File: src/design/user_io_map.svh
`ifndef USER_IO_MAP_SVH
`define USER_IO_MAP_SVH

`define NUM_OUTPUTS       4
`define NUM_INPUTS        8
`define HOME_INPUT_IDX    6
`define TAMPER_INPUT_IDX  7
`define ANALOG_W          8
`define MV_PER_COUNT      20
`define MV_MAX            5000
`define HOME_FLAG_NUM     9
`define TAMPER_FLAG_NUM   32
`define LATCH_FLAG_NUM    40
`define RESET_OUT_BYTE    4'h0
`define RESET_LATCHES     8'h00

`endif

File: src/design/user_io_pkg.sv
package user_io_pkg;

    typedef enum logic [3:0] {
        CMD_NONE,
        CMD_OUT_ON,
        CMD_OUT_OFF,
        CMD_QUERY_OUT_BYTE,
        CMD_QUERY_OUT_ONE,
        CMD_QUERY_IN_BYTE,
        CMD_QUERY_LATCH,
        CMD_QUERY_LIVE,
        CMD_QUERY_ANALOG,
        CMD_CLEAR_LATCH_FLAG,
        CMD_TEST_INPUT,
        CMD_TEST_BELOW,
        CMD_TEST_ABOVE,
        CMD_SET_HOME_FLAG,
        CMD_SET_TAMPER_FLAG,
        CMD_SAVE
    } cmd_op_t;

    typedef struct packed {
        logic         valid;
        cmd_op_t      op;
        logic [3:0]   index;
        logic [12:0]  mv;
        logic         value;
        logic         run;
        logic         foreground;
        logic         in_script;
    } cmd_t;

    typedef struct packed {
        logic         valid;
        logic         refused;
        logic [15:0]  value;
    } reply_t;

    typedef struct packed {
        logic         valid;
        logic         take;
    } jump_t;

    typedef enum logic [1:0] {
        ST_IDLE,
        ST_WAIT_RUN
    } run_state_t;

    typedef struct packed {
        logic [2:0]   in_meta;
        logic [2:0]   in_sync;
        logic [4:0]   in_prev;
        logic [1:0]   aux_meta;
        logic [1:0]   aux_sync;
        logic [7:0]   latches;
        logic [3:0]   outputs;
        logic [3:0]   pend_on;
        logic [3:0]   pend_off;
        run_state_t   state;
        logic         home_as_input;
        logic         tamper_as_input;
        logic         saved_home;
        logic         saved_tamper;
        reply_t       reply;
        jump_t        jump;
        logic         any_latch_flag;
        logic         home_enable;
        logic         tamper_enable;
        logic         timestamp_enable;
    } state_t;

endpackage

File: src/design/user_io_latch_and_query.sv
// Functional notes
// - Output-on command turns selected user output 1 to 4 on.
// - Output-off command turns selected user output 1 to 4 off.
// - Output commands wait for run; foreground modifier executes them at once.
// - Single output query replies 1 when output on, 0 when off.
// - Output byte query replies one bit per output, bit set when on.
// - Each input has a latch set by falling edge, held until cleared; code sets only inputs 1 to 3, and 7 and 8 when remapped.
// - Any-latch flag is 1 whenever any input latch is set.
// - Explicitly clearing the any-latch flag clears every input latch.
// - Input commands use latched edge state unless stated otherwise.
// - Input byte query returns all latch bits and leaves them unchanged.
// - Single latch query on inputs 1 to 8 replies then clears latch.
// - Live queries on inputs 1 to 3 reply 1 when low, latch untouched.
// - Analog inputs 1 and 2 reported as counts of twenty millivolts.
// - Queries execute on arrival without run and are refused in scripts.
// - Script input test jumps when chosen input 1 to 8 is true.
// - Analog tests compare input 1 against 0 to 5000 mV, jump if holds.
// - Home flag set makes home button input 7 and disables homing.
// - Tamper flag set makes tamper pin input 8, enables timestamping.
// - Home and tamper settings survive reset only when saved.
`include "user_io_map.svh"

module user_io_latch_and_query #(
    parameter int NUM_OUTPUTS = `NUM_OUTPUTS,
    parameter int ANALOG_W    = `ANALOG_W
) (
    input  wire logic                 clk,
    input  wire logic                 rst,
    input  wire user_io_pkg::cmd_t    cmd,
    input  wire logic [2:0]           user_in_n,
    input  wire logic                 home_button_n,
    input  wire logic                 tamper_pin_n,
    input  wire logic [ANALOG_W-1:0]  analog1_count,
    input  wire logic [ANALOG_W-1:0]  analog2_count,
    output logic [NUM_OUTPUTS-1:0]    user_out,
    output user_io_pkg::reply_t       reply,
    output user_io_pkg::jump_t        jump,
    output logic                      any_latch_flag,
    output logic                      home_enable,
    output logic                      tamper_enable,
    output logic                      timestamp_enable
);

    // Power-on value gives the saved settings a known start, since rst keeps them
    user_io_pkg::state_t s_r = '0;
    user_io_pkg::state_t s_nxt;

    // One-hot select from a 1-based index; out of range gives zero
    function automatic logic [7:0] sel_onehot(input logic [3:0] idx);
        logic [7:0] m;
        m = 8'h00;
        if (idx >= 4'h1 && idx <= 4'h8) begin
            m = 8'h01 << (idx - 4'h1);
        end
        return m;
    endfunction

    // Counts of 20 mV converted to millivolts for comparison
    function automatic logic [15:0] count_to_mv(input logic [ANALOG_W-1:0] c);
        logic [15:0] wide;
        wide = 16'(c);
        return 16'(wide * 16'(`MV_PER_COUNT));
    endfunction

    logic [7:0]  live_true;
    logic [7:0]  falling;
    logic [7:0]  clear_mask;
    logic [7:0]  sel;
    logic [3:0]  osel;
    logic [15:0] a1_mv;
    logic        query_op;
    logic        out_op;

    always_comb begin
        s_nxt      = s_r;
        sel        = sel_onehot(cmd.index);
        osel       = sel[3:0];
        a1_mv      = count_to_mv(analog1_count);
        clear_mask = 8'h00;

        // Second flop only feeds logic; first stage is read by nothing else
        s_nxt.in_meta  = user_in_n;
        s_nxt.in_sync  = s_r.in_meta;
        s_nxt.aux_meta = {home_button_n, tamper_pin_n};
        s_nxt.aux_sync = s_r.aux_meta;
        s_nxt.in_prev  = {s_r.aux_sync, s_r.in_sync};

        // Inputs are active low; home/tamper join only when remapped
        live_true = 8'h00;
        live_true[2:0] = ~s_r.in_sync;
        live_true[`HOME_INPUT_IDX]   = s_r.home_as_input & ~s_r.aux_sync[1];
        live_true[`TAMPER_INPUT_IDX] = s_r.tamper_as_input & ~s_r.aux_sync[0];
        falling = 8'h00;
        falling[2:0] = s_r.in_prev[2:0] & ~s_r.in_sync;
        falling[`HOME_INPUT_IDX] = s_r.home_as_input & s_r.in_prev[4]
                                   & ~s_r.aux_sync[1];
        falling[`TAMPER_INPUT_IDX] = s_r.tamper_as_input & s_r.in_prev[3]
                                     & ~s_r.aux_sync[0];

        query_op = cmd.op inside {user_io_pkg::CMD_QUERY_OUT_BYTE,
                                  user_io_pkg::CMD_QUERY_OUT_ONE,
                                  user_io_pkg::CMD_QUERY_IN_BYTE,
                                  user_io_pkg::CMD_QUERY_LATCH,
                                  user_io_pkg::CMD_QUERY_LIVE,
                                  user_io_pkg::CMD_QUERY_ANALOG};
        out_op = cmd.op inside {user_io_pkg::CMD_OUT_ON, user_io_pkg::CMD_OUT_OFF};

        s_nxt.reply = '0;
        s_nxt.jump  = '0;

        if (cmd.valid) begin
            if (query_op && cmd.in_script) begin
                s_nxt.reply.valid   = 1'b1;
                s_nxt.reply.refused = 1'b1;
            end else begin
                case (cmd.op)
                    user_io_pkg::CMD_OUT_ON: begin
                        s_nxt.pend_on  = s_r.pend_on | osel;
                        s_nxt.pend_off = s_r.pend_off & ~osel;
                    end
                    user_io_pkg::CMD_OUT_OFF: begin
                        s_nxt.pend_off = s_r.pend_off | osel;
                        s_nxt.pend_on  = s_r.pend_on & ~osel;
                    end
                    user_io_pkg::CMD_QUERY_OUT_BYTE: begin
                        s_nxt.reply.valid = 1'b1;
                        s_nxt.reply.value = 16'(s_r.outputs);
                    end
                    user_io_pkg::CMD_QUERY_OUT_ONE: begin
                        s_nxt.reply.valid = 1'b1;
                        s_nxt.reply.refused = (osel == 4'h0);
                        s_nxt.reply.value = 16'(|(s_r.outputs & osel));
                    end
                    user_io_pkg::CMD_QUERY_IN_BYTE: begin
                        s_nxt.reply.valid = 1'b1;
                        s_nxt.reply.value = 16'(s_r.latches);
                    end
                    user_io_pkg::CMD_QUERY_LATCH: begin
                        s_nxt.reply.valid = 1'b1;
                        s_nxt.reply.refused = (sel == 8'h00);
                        s_nxt.reply.value = 16'(|(s_r.latches & sel));
                        clear_mask = sel;
                    end
                    user_io_pkg::CMD_QUERY_LIVE: begin
                        // Only inputs 1 to 3 have a live query
                        s_nxt.reply.valid = 1'b1;
                        s_nxt.reply.refused = (sel[7:3] != 5'h00) || (sel == 8'h00);
                        s_nxt.reply.value = 16'(|(live_true[2:0] & sel[2:0]));
                    end
                    user_io_pkg::CMD_QUERY_ANALOG: begin
                        s_nxt.reply.valid = 1'b1;
                        s_nxt.reply.value = (cmd.index == 4'h2) ? 16'(analog2_count)
                                                                : 16'(analog1_count);
                    end
                    user_io_pkg::CMD_CLEAR_LATCH_FLAG: begin
                        clear_mask = 8'hff;
                    end
                    user_io_pkg::CMD_TEST_INPUT: begin
                        // Latched edge state decides, not the live pin
                        s_nxt.jump.valid = 1'b1;
                        s_nxt.jump.take  = |(s_r.latches & sel);
                    end
                    user_io_pkg::CMD_TEST_BELOW: begin
                        s_nxt.jump.valid = cmd.mv <= 13'(`MV_MAX);
                        s_nxt.jump.take  = (cmd.mv <= 13'(`MV_MAX))
                                           && (a1_mv < 16'(cmd.mv));
                    end
                    user_io_pkg::CMD_TEST_ABOVE: begin
                        s_nxt.jump.valid = cmd.mv <= 13'(`MV_MAX);
                        s_nxt.jump.take  = (cmd.mv <= 13'(`MV_MAX))
                                           && (a1_mv > 16'(cmd.mv));
                    end
                    user_io_pkg::CMD_SET_HOME_FLAG: begin
                        s_nxt.home_as_input = cmd.value;
                    end
                    user_io_pkg::CMD_SET_TAMPER_FLAG: begin
                        s_nxt.tamper_as_input = cmd.value;
                    end
                    user_io_pkg::CMD_SAVE: begin
                        s_nxt.saved_home   = s_r.home_as_input;
                        s_nxt.saved_tamper = s_r.tamper_as_input;
                    end
                    default: begin
                    end
                endcase
            end
        end

        // Pending output changes apply on run, or at once under foreground
        case (s_r.state)
            user_io_pkg::ST_IDLE: begin
                if (cmd.valid && out_op && !cmd.foreground && !cmd.run) begin
                    s_nxt.state = user_io_pkg::ST_WAIT_RUN;
                end
            end
            user_io_pkg::ST_WAIT_RUN: begin
                if (cmd.valid && cmd.run) begin
                    s_nxt.state = user_io_pkg::ST_IDLE;
                end
            end
            default: s_nxt.state = user_io_pkg::ST_IDLE;
        endcase
        if (cmd.valid && (cmd.run || (out_op && cmd.foreground))) begin
            s_nxt.outputs  = (s_nxt.outputs | s_nxt.pend_on) & ~s_nxt.pend_off;
            s_nxt.pend_on  = 4'h0;
            s_nxt.pend_off = 4'h0;
        end

        // Edge set wins over any clear in the same cycle
        s_nxt.latches = (s_r.latches & ~clear_mask) | falling;
        s_nxt.any_latch_flag = |s_nxt.latches;

        s_nxt.home_enable      = ~s_nxt.home_as_input;
        s_nxt.tamper_enable    = ~s_nxt.tamper_as_input;
        s_nxt.timestamp_enable = s_nxt.tamper_as_input;
    end

    always_ff @(posedge clk) begin
        if (rst) begin
            s_r.in_meta          <= 3'h7;
            s_r.in_sync          <= 3'h7;
            s_r.in_prev          <= 5'h1f;
            s_r.aux_meta         <= 2'h3;
            s_r.aux_sync         <= 2'h3;
            s_r.latches          <= `RESET_LATCHES;
            s_r.outputs          <= `RESET_OUT_BYTE;
            s_r.pend_on          <= 4'h0;
            s_r.pend_off         <= 4'h0;
            s_r.state            <= user_io_pkg::ST_IDLE;
            // Saved settings are retained across reset; unsaved ones revert
            s_r.home_as_input    <= s_r.saved_home;
            s_r.tamper_as_input  <= s_r.saved_tamper;
            s_r.saved_home       <= s_r.saved_home;
            s_r.saved_tamper     <= s_r.saved_tamper;
            s_r.reply            <= '0;
            s_r.jump             <= '0;
            s_r.any_latch_flag   <= 1'b0;
            s_r.home_enable      <= ~s_r.saved_home;
            s_r.tamper_enable    <= ~s_r.saved_tamper;
            s_r.timestamp_enable <= s_r.saved_tamper;
        end else begin
            s_r <= s_nxt;
        end
    end

    assign user_out         = s_r.outputs;
    assign reply            = s_r.reply;
    assign jump             = s_r.jump;
    assign any_latch_flag   = s_r.any_latch_flag;
    assign home_enable      = s_r.home_enable;
    assign tamper_enable    = s_r.tamper_enable;
    assign timestamp_enable = s_r.timestamp_enable;

endmodule // user_io_latch_and_query

File: config.mk
export PLATFORM = sky130hd
export DESIGN_NAME = user_io_latch_and_query
export DESIGN_NICKNAME = d
export VERILOG_FILES = /design/src/design/user_io_pkg.sv /design/src/design/user_io_latch_and_query.sv
export VERILOG_INCLUDE_DIRS = /design/src /design/src/design
export SDC_FILE = /design/constraint.sdc
export NUM_CORES = 1
export LEC_CHECK = 0
export ABC_AREA = 1
export BUFFER_PORTS_ARGS = -buffer_cell sky130_fd_sc_hd__buf_2
export CAP_MARGIN = 25
export CORE_ASPECT_RATIO = 1.2
export CORE_MARGIN = 4
export CORE_UTILIZATION = 60
export CTS_BUF_LIST = sky130_fd_sc_hd__clkbuf_2 sky130_fd_sc_hd__clkbuf_4 sky130_fd_sc_hd__clkbuf_8
export CTS_CLUSTER_SIZE = 24
export DETAILED_ROUTE_END_ITERATION = 8
export PLACE_DENSITY_LB_ADDON = 0.05
export SYNTH_ARGS = -nofsm -noshare
export SYNTH_HDL_FRONTEND = slang
export SYNTH_SLANG_ARGS = --single-unit
export TNS_END_PERCENT = 5
File: constraint.sdc
create_clock -name clk -period 5.05 [get_ports clk]
set_input_delay 0.7575 -clock clk [delete_from_list [all_inputs] [get_ports clk]]
set_output_delay 0.7575 -clock clk [all_outputs]
set_load 0.05 [all_outputs]
==> impl_metrics.env, run 1 <==
export IMPL_peakVddDrop_mv=0.309
export IMPL_grt_max_degree=24
export IMPL_synth_area_sq_um=3400
export IMPL_firstDrtPassIters=6
export IMPL_worstPathMaxFanout=3
export IMPL_synthToLayoutAreaGrowth_pct=9.76
export IMPL_die_h_microns=90.4
export IMPL_async_reset_ff_share_pct=0
export IMPL_cap_violations=0
export IMPL_ant_nets=0
export IMPL_finalSetupViolations=0
export IMPL_end_kind="flop"
export IMPL_power_density_nw_per_um2=247
export IMPL_cp_arrival_ns=3.46
export IMPL_wl_met1_mm=3.41
export IMPL_min_period_ns=3.21
export IMPL_synth_distinct_cells=39
export IMPL_min_to="s_nxt[58]"
export IMPL_clock_path_buffers=2
export IMPL_rr_startpoint="s_r[48]"
export IMPL_top_layer_used="met4"
export IMPL_cts_num_sinks=54
export IMPL_cts_buffers=5
export IMPL_gp_congestion=0.915
export IMPL_grt_pass1_vias=2940
export IMPL_synth_area_top_cells="dfxtp_1 31%, nand2_1 9.6%, ha_1 9.2%"
export IMPL_grt_use_total_pct=23.6
export IMPL_synth_top_family_by_area="simple AND/OR/NAND/NOR gates"
export IMPL_cp_slowest_cell="fa_1"
export IMPL_fmax_mhz=311
export IMPL_num_io_pins=77
export IMPL_hpwl_mm=6.53
export IMPL_yosysMostFrequentCell="nand2_1"
export IMPL_synth_seq_cells=54
export IMPL_die_w_microns=76.7
export IMPL_avgSynthCellArea_sq_um=7.09
export IMPL_cts_resized=0
export IMPL_worstPathCellList="buf_2, ha_1, ha_1, fa_1, nand3_1, nand2_1, a21o_1, a21oi_1, xor2_1, ha_1, nand2_1, nor2_1, a211oi_1, nand3_1, nand2_1, nand3_1, a21oi_1"
export IMPL_period_share_pct=63.6
export IMPL_finalHoldViolCount=0
export IMPL_fp_dieArea_sq_um=6930
export IMPL_critical_path_max_stage_delay_ns=0.41
export IMPL_coreArea_sq_um=5410
export IMPL_vias=3159
export IMPL_grt_pass1_wl_mm=13.4
export IMPL_layout_nets=608
export IMPL_initial_core_util_pct=62.8
export IMPL_cts_root_buf="clkbuf_8"
export IMPL_synth_edff_count=2
export IMPL_synth_compound_area_share_pct=12.3
export IMPL_drt_total_wl_mm=8.00
export IMPL_power_leakage_nw=1.91
export IMPL_min_from="s_nxt[51]"
export IMPL_drt_drc_violations_left=0
export IMPL_detail_route_iter0_violations=182
export IMPL_hp_class="flop to flop"
export IMPL_synth_xor_area_share_pct=1.29
export IMPL_htreeDepth=2
export IMPL_r2r_end="reply[0]"
export IMPL_wl_per_cell_microns=13.4
export IMPL_crit_required_ns=5.29
export IMPL_synth_top_area_share_pct=30.6
export IMPL_clock_latency_ns=0.32
export IMPL_rrSetupSlack_ns=3.99
export IMPL_synth_ff_type="dfxtp_1"
export IMPL_final_util_pct=69.0
export IMPL_yosys_area_top_type="dfxtp_1"
export IMPL_synth_simple_area_share_pct=30.5
export IMPL_num_antenna_cells=0
export IMPL_io_buffers=68
export IMPL_path_class="input port to flop"
export IMPL_status="finished, final reports clean"
export IMPL_cts_tree="built"
export IMPL_syn_inst=479
export IMPL_finalClockSkew_ns=0.0135
export IMPL_ctsHoldBuffers=0
export IMPL_antenna_found_initial=0
export IMPL_rows=29
export IMPL_start_kind="input port"
export IMPL_holdPathStages=1
export IMPL_rsz0062_at_grt="false"
export IMPL_path_clk_slew_ns=0.10
export IMPL_drive_above_1_share_pct=22.3
export IMPL_timing_hold_ws_ns=0.402
export IMPL_post_cts_buffers=0
export IMPL_vias_per_cell=5.30
export IMPL_ys_warn_count=0
export IMPL_synth_yosys_seq_area_share_pct=32.4
export IMPL_synth_mux_area_share_pct=0
export IMPL_route_met2_wl_mm=3.92
export IMPL_ys_top_cells_by_count="87 x nand2_1, 63 x inv_1, 57 x nor2_1"
export IMPL_slew_violations=0
export IMPL_fin_tns_setup_ns=0
export IMPL_synthAdderAreaFrac_pct=9.80
export IMPL_grt_overflow_total=0
export IMPL_wl_met3_microns=523
export IMPL_rr_worst_depth=6
report_power, final:
| group | switching, mW | total [mW] | leakage, nW | internal, mW |
|---|---|---|---|---|
| clock network | 0.148 | 0.246 | 0.0441 | 0.0978 |
| registers | 0.00656 | 0.449 | 0.443 | 0.442 |
| logic | 0.150 | 0.226 | 1.42 | 0.0763 |
| total | 0.304 | 0.921 | 1.91 | 0.616 |
cells in the final DEF (no fill, tap or decap), types with 2 or more instances in the layout:
cell type  count
a211oi_1       2
a21boi_0       2
a21oi_1       27
a31oi_1        3
buf_2         68
clkbuf_8       5
conb_1         8
dfxtp_1       52
edfxtp_1       2
ha_1          25
inv_1         63
inv_2          6
nand2_1       87
nand2_2        6
nand2_4        2
nand3_1       30
nand3_2        3
nand4_1        7
nor2_1        57
nor2_2         7
nor3_1         6
nor3_2         2
o21ai_0       23
o21ai_1        6
o21ai_2        3
o22ai_1        5
or2_2         10
xnor2_1        3
xor2_1         2
how the worst max path moves through the flow:
stage	start	endpoint	slack, ns	cells after the start
6_report	analog1_count[1]	jump[0]	1.84	17
5_1_grt	analog1_count[3]	jump[0]	1.59	17
4_1_cts	analog1_count[1]	jump[0]	1.84	17
3_5_place_dp	analog1_count[1]	jump[0]	1.54	17
3_3_place_gp	analog1_count[1]	jump[0]	1.62	17
2_1_floorplan	analog1_count[1]	jump[0]	1.86	16
through the flow:
stage / instance area [sq um] / cells / setup slack (ns) / power, mW
after floorplan: 3420 / 486 / 1.86 / 0.628
after global placement: 3640 / 588 / 1.62 / 0.678
after detailed placement: 3640 / 588 / 1.54 / 0.683
after CTS: 3730 / 596 / 1.84 / 0.926
after global routing: 3730 / 596 / 1.59 / 0.976
final: 3730 / 596 / 1.84 / 0.921
critical path: cells and delay by family:
kind	cells	cell delay, ns
adder cells (fa/ha/maj)	4	1.18
AO/OA/AOI/OAI	4	0.66
AND/OR/NAND/NOR	7	0.56
buffers and inverters	1	0.12
XOR/XNOR	1	0.17
cell type report:
type	count	area [sq um]
Multi-Input combinational cell	335	1860
Fill cell	497	1680
Sequential cell	54	1100
Timing Repair Buffer	68	340
Inverter	69	259
Tap cell	62	77.6
Clock buffer	5	68.8
Clock inverter	3	21.3
kinds of logic (layout without fill, tap and decap cells):
family	count (synthesis)	in the layout
and+or+nand+nor	221	221
buffers and inverters	97	145
AOI/OAI and AO/OA	75	75
DFF	54	54
adders and majority gates	26	26
xor gates and xnor gates	5	5
other	1	8
registers in the layout (all words and copies together) (netlist names):
| name | flops |
|---|---|
| home_enable | 1 |
| tamper_enable | 1 |
| s_r | 25 |
| jump | 2 |
| any_latch_flag | 1 |
| user_out | 4 |
| s_nxt | 10 |
| reply | 10 |
metal layers:
layer / GRT usage (%) / vias to the layer above
met1: 29.4 / 1404
met3: 4.89 / 14
met2: 40.9 / 123
li1: - / 1618
met5: 0 / -
met4: 6.80 / 0
Power figures use the tool's default switching activity.
==> inputs of run 2 (changes only) <==
Settings changed: ABC_AREA 1 to 0, CORE_UTILIZATION 60 to 51.
Clock period 5.05 ns to 2.6 ns, I/O delays scaled along.
==> run 2 against run 1 <==
Compared with the run above: synthesized cell count shrank 16%; setup slack lost 1.8 ns; sequential share of layout area shrank 2.2 points; clock-buffer cell count is the same; flip-flop and latch count is the same; global-route usage shrank 3.1 points; worst hold slack lost 0.14 ns; register-to-register slack lost 3.0 ns; die area grew 16%; cell area grew 8.1%; critical endpoint unchanged.
==> impl_metrics.env, run 2 <==
export IMPL_seqCellArea_sq_um=1100
export IMPL_power_leakage_nw=1.78
export IMPL_async_reset_ff_share_pct=0
export IMPL_cts_tree="built"
export IMPL_drive_above_1_share_pct=30.2
export IMPL_largest_reg_flops=25
export IMPL_final_cell_mix="66 x buf_2, 52 x dfxtp_1, 31 x nor2_1, 30 x buf_4, 26 x a21oi_1"
export IMPL_io_buffers=68
export IMPL_status="finished, final reports clean"
export IMPL_path_class="input port to flop"
export IMPL_period_share_pct=99.2
export IMPL_synth_area_sq_um=3400
export IMPL_timing_hold_ws_ns=0.261
export IMPL_rows=32
export IMPL_grt_max_degree=29
export IMPL_drt_total_wl_mm=8.02
export IMPL_largest_register="s_r"
export IMPL_synth_top_area_share_pct=30.6
export IMPL_cts_num_sinks=54
export IMPL_coreArea_sq_um=6450
export IMPL_end_kind="flop"
export IMPL_vias=2952
export IMPL_power_density_nw_per_um2=456
export IMPL_antenna_found_initial=0
export IMPL_layout_nets=544
export IMPL_hpwl_mm=6.35
export IMPL_synthToLayoutAreaGrowth_pct=18.5
export IMPL_die_h_microns=97.5
export IMPL_num_antenna_cells=0
export IMPL_cts_buffers=5
export IMPL_synth_ff_type="dfxtp_1"
export IMPL_hp_class="input port to flop"
export IMPL_worstPathMaxFanout=3
export IMPL_path_clk_slew_ns=0.11
export IMPL_synth_yosys_seq_area_share_pct=32.4
export IMPL_ant_nets=0
export IMPL_grt_pass1_wl_mm=13.3
export IMPL_cp_arrival_ns=2.80
export IMPL_clock_path_buffers=2
export IMPL_min_period_ns=2.58
export IMPL_grt_use_total_pct=20.6
export IMPL_wl_per_cell_microns=14.4
export IMPL_detail_route_iter0_violations=157
export IMPL_fp_dieArea_sq_um=8040
export IMPL_cts_root_buf="clkbuf_8"
export IMPL_grt_overflow_total=0
export IMPL_multi_input_area_sq_um=2070
export IMPL_avgSynthCellArea_sq_um=8.48
export IMPL_synth_distinct_cells=66
export IMPL_fin_tns_setup_ns=0
export IMPL_finalHoldViolCount=0
export IMPL_final_common_cell="buf_2"
export IMPL_clock_latency_ns=0.31
export IMPL_layoutNonFillerInstCount=555
export IMPL_fillCellCount=597
export IMPL_ys_warn_count=0
export IMPL_start_kind="input port"
export IMPL_finalClockSkew_ns=0.0128
export IMPL_vias_per_cell=5.32
export IMPL_ys_top_cells_by_count="52 x dfxtp_1, 31 x nor2_1, 29 x a21oi_1"
export IMPL_gp_congestion=0.843
export IMPL_fmax_mhz=388
export IMPL_grt_pass1_vias=2872
export IMPL_final_util_pct=62.5
export IMPL_num_io_pins=77
export IMPL_rsz0062_at_grt="true"
export IMPL_drt_drc_violations_left=0
export IMPL_synth_edff_count=2
export IMPL_syn_inst=401
export IMPL_peakVddDrop_mv=0.304
export IMPL_htreeDepth=2
export IMPL_crit_required_ns=2.82
export IMPL_yosys_area_top_type="dfxtp_1"
export IMPL_die_w_microns=82.5
export IMPL_synth_area_top_cells="dfxtp_1 31%, ha_1 9.2%, buf_4 5.3%"
export IMPL_cap_violations=0
export IMPL_firstDrtPassIters=4
export IMPL_slew_violations=0
export IMPL_finalSetupViolations=0
export IMPL_initial_core_util_pct=52.8
export IMPL_yosysMostFrequentCell="dfxtp_1"
export IMPL_synth_seq_cells=54
export IMPL_placed_cells=544
==> run 2: final timing paths <==
| check | from | end | slack (ns) | depth (start not counted) |
|---|---|---|---|---|
| min | home_button_n | s_nxt[51] | 0.26 | 2 |
| max | analog1_count[2] | jump[0] | 0.02 | 13 |
| max reg2reg | user_out[2] | reply[0] | 1.01 | 5 |
| min reg2reg | s_nxt[50] | s_nxt[57] | 0.42 | 1 |
==> run 2: kinds of logic (layout without fill, tap and decap cells) <==
family	Yosys count	in the layout	share of synthesized area, %
adders and majority gates	26	26	9.79
buffers and inverters	63	125	10.1
AOI/OAI and AO/OA	95	95	18.8
DFF	54	54	32.4
and+or+nand+nor	142	142	23.1
other	1	8	0.110
xor gates and xnor gates	6	6	1.55
muxes	14	14	4.16
==> run 2: worst max-delay path: stages <==
cell and delay [ns]:
buf_2 0.13, ha_4 0.25, ha_1 0.28, a21o_1 0.19
a21oi_2 0.15, o21bai_1 0.11, a21oi_2 0.17, xnor2_1 0.09
ha_1 0.32, nand2_2 0.09, nor4_4 0.30, a2111oi_2 0.12
a32o_1 0.22
==> run 2: final cells by class <==
class	instances	share of cell area, %
Multi-Input combinational cell	291	51.4
Tap cell	85	2.64
Sequential cell	54	27.3
Timing Repair Buffer	98	14.4
Clock inverter	3	0.714
Clock buffer	5	1.71
Inverter	19	1.77
==> run 2: repair_timing <==
item                       4_1_cts  5_1_grt
resized for setup               10        3
pin swaps                       13       12
setup endpoints to repair        1        1
buffers inserted                 2        1
hold buffers                     0        0
gates cloned                     0        0
==> run 2: per-stage QoR <==
step,setup WS [ns],power [mW],area (sq um)
after floorplan,-0.168,1.19,3470
after global placement,-0.361,1.32,3860
after detailed placement,-0.516,1.33,3860
after CTS,-0.0404,1.84,4020
after global routing,-0.165,1.95,4030
final,0.0198,1.84,4030
==> run 2: layer usage <==
metal | GRT usage [%] | share of wire (%) | up-vias
met2 | 34.7 | 48 | 81
met1 | 27.6 | 45 | 1336
met4 | 4.65 | 1.2 | 0
li1 | - | - | 1528
met3 | 2.50 | 5.6 | 7
met5 | 0 | 0 | -
==> run 2: power breakdown <==
| part | switching (mW) | total, mW | internal [mW] |
|---|---|---|---|
| Combinational | 0.278 | 0.481 | 0.204 |
| Clock | 0.293 | 0.493 | 0.200 |
| Sequential | 0.00953 | 0.863 | 0.853 |
| Total | 0.580 | 1.84 | 1.26 |
==> inputs of run 3 (changes only) <==
Settings changed: ABC_CLOCK_PERIOD_IN_PS from default to 2600, PLACE_DENSITY from default to 0.78, PLACE_DENSITY_LB_ADDON 0.05 to default.
==> run 3 against run 2 <==
Compared with the run above: the run now ends with setup timing left; final cell count is 0.18% higher; critical path depth is 2 higher; non-clock buffer count is 1 higher; global-route usage is 0.69 points higher; clock power is 20% higher; register-to-register slack worse by 0.03 ns; cell area is 0.53% higher; routed wire length is 3.9% higher; first-iteration DRC count is 52% higher; critical path type unchanged; critical endpoint unchanged; largest cell class unchanged.
==> impl_metrics.env, run 3 (synthesis gave the netlist of run 2 again) <==
export IMPL_timing_hold_ws_ns=0.256
export IMPL_htreeDepth=2
export IMPL_ctsHoldBuffers=0
export IMPL_power_leakage_nw=1.78
export IMPL_violations="setup timing"
export IMPL_grt_pass1_wl_mm=13.6
export IMPL_hpwl_mm=6.52
export IMPL_layout_setup_ws_ns=-0.00931
export IMPL_vias_per_cell=5.49
export IMPL_vias=3051
export IMPL_wl_per_cell_microns=15.0
export IMPL_path_class="input port to flop"
export IMPL_initial_core_util_pct=52.8
export IMPL_status="complete, but fails checks"
export IMPL_max_slew_margin_rel_pct=67.3
export IMPL_largest_reg_flops=25
export IMPL_cts_tree="built"
export IMPL_rr_worst_depth=5
export IMPL_clock_latency_ns=0.32
export IMPL_layout_nets=545
export IMPL_peakVddDrop_mv=0.353
export IMPL_min_period_ns=2.61
export IMPL_cts_buffers=5
export IMPL_fmax_mhz=383
export IMPL_firstDrtPassIters=5
export IMPL_start_kind="input port"
export IMPL_drt_drc_violations_left=0
export IMPL_end_kind="flop"
export IMPL_finalClockSkew_ns=0.0133
export IMPL_cts_root_buf="clkbuf_8"
export IMPL_num_antenna_cells=0
export IMPL_die_h_microns=97.5
export IMPL_grt_use_total_pct=21.3
export IMPL_finalSetupViolations=1
export IMPL_antenna_found_initial=0
export IMPL_power_density_nw_per_um2=479
export IMPL_synthToLayoutAreaGrowth_pct=19.1
export IMPL_worst_slew_pin_slew_ns=0.484
export IMPL_final_common_cell="buf_2"
export IMPL_slew_violations=0
export IMPL_drt_total_wl_mm=8.33
export IMPL_rsz0062_at_grt="true"
export IMPL_crit_required_ns=2.87
export IMPL_worstPathMaxFanout=3
export IMPL_cap_violations=0
export IMPL_drive_above_1_share_pct=30.6
export IMPL_holdPathStages=2
export IMPL_finalHoldViolCount=0
export IMPL_hp_class="input port to flop"
export IMPL_gp_congestion=0.967
export IMPL_rows=32
export IMPL_ant_nets=0
export IMPL_cp_arrival_ns=2.88
export IMPL_cts_num_sinks=54
export IMPL_fp_dieArea_sq_um=8040
export IMPL_final_cell_mix="67 x buf_2, 52 x dfxtp_1, 31 x nor2_1, 31 x buf_4, 25 x nand2_1"
export IMPL_final_util_pct=62.8
export IMPL_detail_route_iter0_violations=238
export IMPL_coreArea_sq_um=6450
export IMPL_clock_path_buffers=2
export IMPL_grt_pass1_vias=3005
export IMPL_period_share_pct=100
export IMPL_grt_max_degree=20
export IMPL_num_io_pins=77
export IMPL_path_clk_slew_ns=0.10
export IMPL_die_w_microns=82.5
export IMPL_io_buffers=68
export IMPL_largest_register="s_r"
export IMPL_grt_overflow_total=0
export IMPL_fin_tns_setup_ns=-0.00931
run 3: routing by layer:
| layer | global-route usage (%) | wire length [microns] | up-vias |
|---|---|---|---|
| li1 | - | - | 1531 |
| met1 | 26.9 | 3480 | 1374 |
| met2 | 34.8 | 3960 | 119 |
| met3 | 3.80 | 626 | 27 |
| met4 | 9.06 | 267 | 0 |
| met5 | 0 | 0 | - |
run 3: timing repair:
action                     4_1_cts  5_1_grt
pin swaps                       14        0
setup endpoints to repair        1        1
setup buffers                    1        0
resized for setup                6        5
run 3: path summary, 6_finish.rpt:
kind                    startpoint         to  slack, ns
hold reg to reg          s_nxt[60]  s_nxt[55]       0.41
setup reg to reg       user_out[2]   reply[0]       0.98
setup / recovery  analog1_count[3]    jump[0]     -0.009
hold / removal       home_button_n  s_nxt[51]       0.26
run 3: final cells by class:
| cell class | count | area, sq um |
|---|---|---|
| Sequential cell | 54 | 1100 |
| Timing Repair Buffer | 99 | 579 |
| Multi-Input combinational cell | 291 | 2080 |
| Tap cell | 85 | 106 |
| Fill cell | 546 | 2390 |
| Clock buffer | 5 | 68.8 |
| Inverter | 19 | 71.3 |
| Clock inverter | 3 | 48.8 |
run 3: metrics by stage:
step / setup slack [ns] / power [mW] / std cells / area (sq um)
6_report: -0.00931 / 1.94 / 556 / 4050
2_1_floorplan: -0.168 / 1.19 / 408 / 3470
3_3_place_gp: -0.325 / 1.32 / 547 / 3880
4_1_cts: 0.0143 / 1.94 / 556 / 4030
3_5_place_dp: -0.457 / 1.34 / 547 / 3880
5_1_grt: -0.157 / 2.04 / 556 / 4050
run 3: power breakdown:
| group | internal [mW] | total [mW] | switching, mW |
|---|---|---|---|
| Combinational | 0.204 | 0.483 | 0.279 |
| Clock | 0.294 | 0.594 | 0.300 |
| Sequential | 0.853 | 0.863 | 0.0101 |
run 3: worst max-delay path, cell delays in order:
cell	delay (ns)
buf_6	0.11
ha_4	0.24
ha_4	0.16
fa_2	0.34
a21o_1	0.18
a21oi_2	0.16
buf_4	0.12
buf_4	0.09
xnor2_1	0.07
ha_1	0.29
nand2_2	0.06
nor4_4	0.28
a21oi_1	0.10
mux2i_1	0.16
a32o_1	0.13
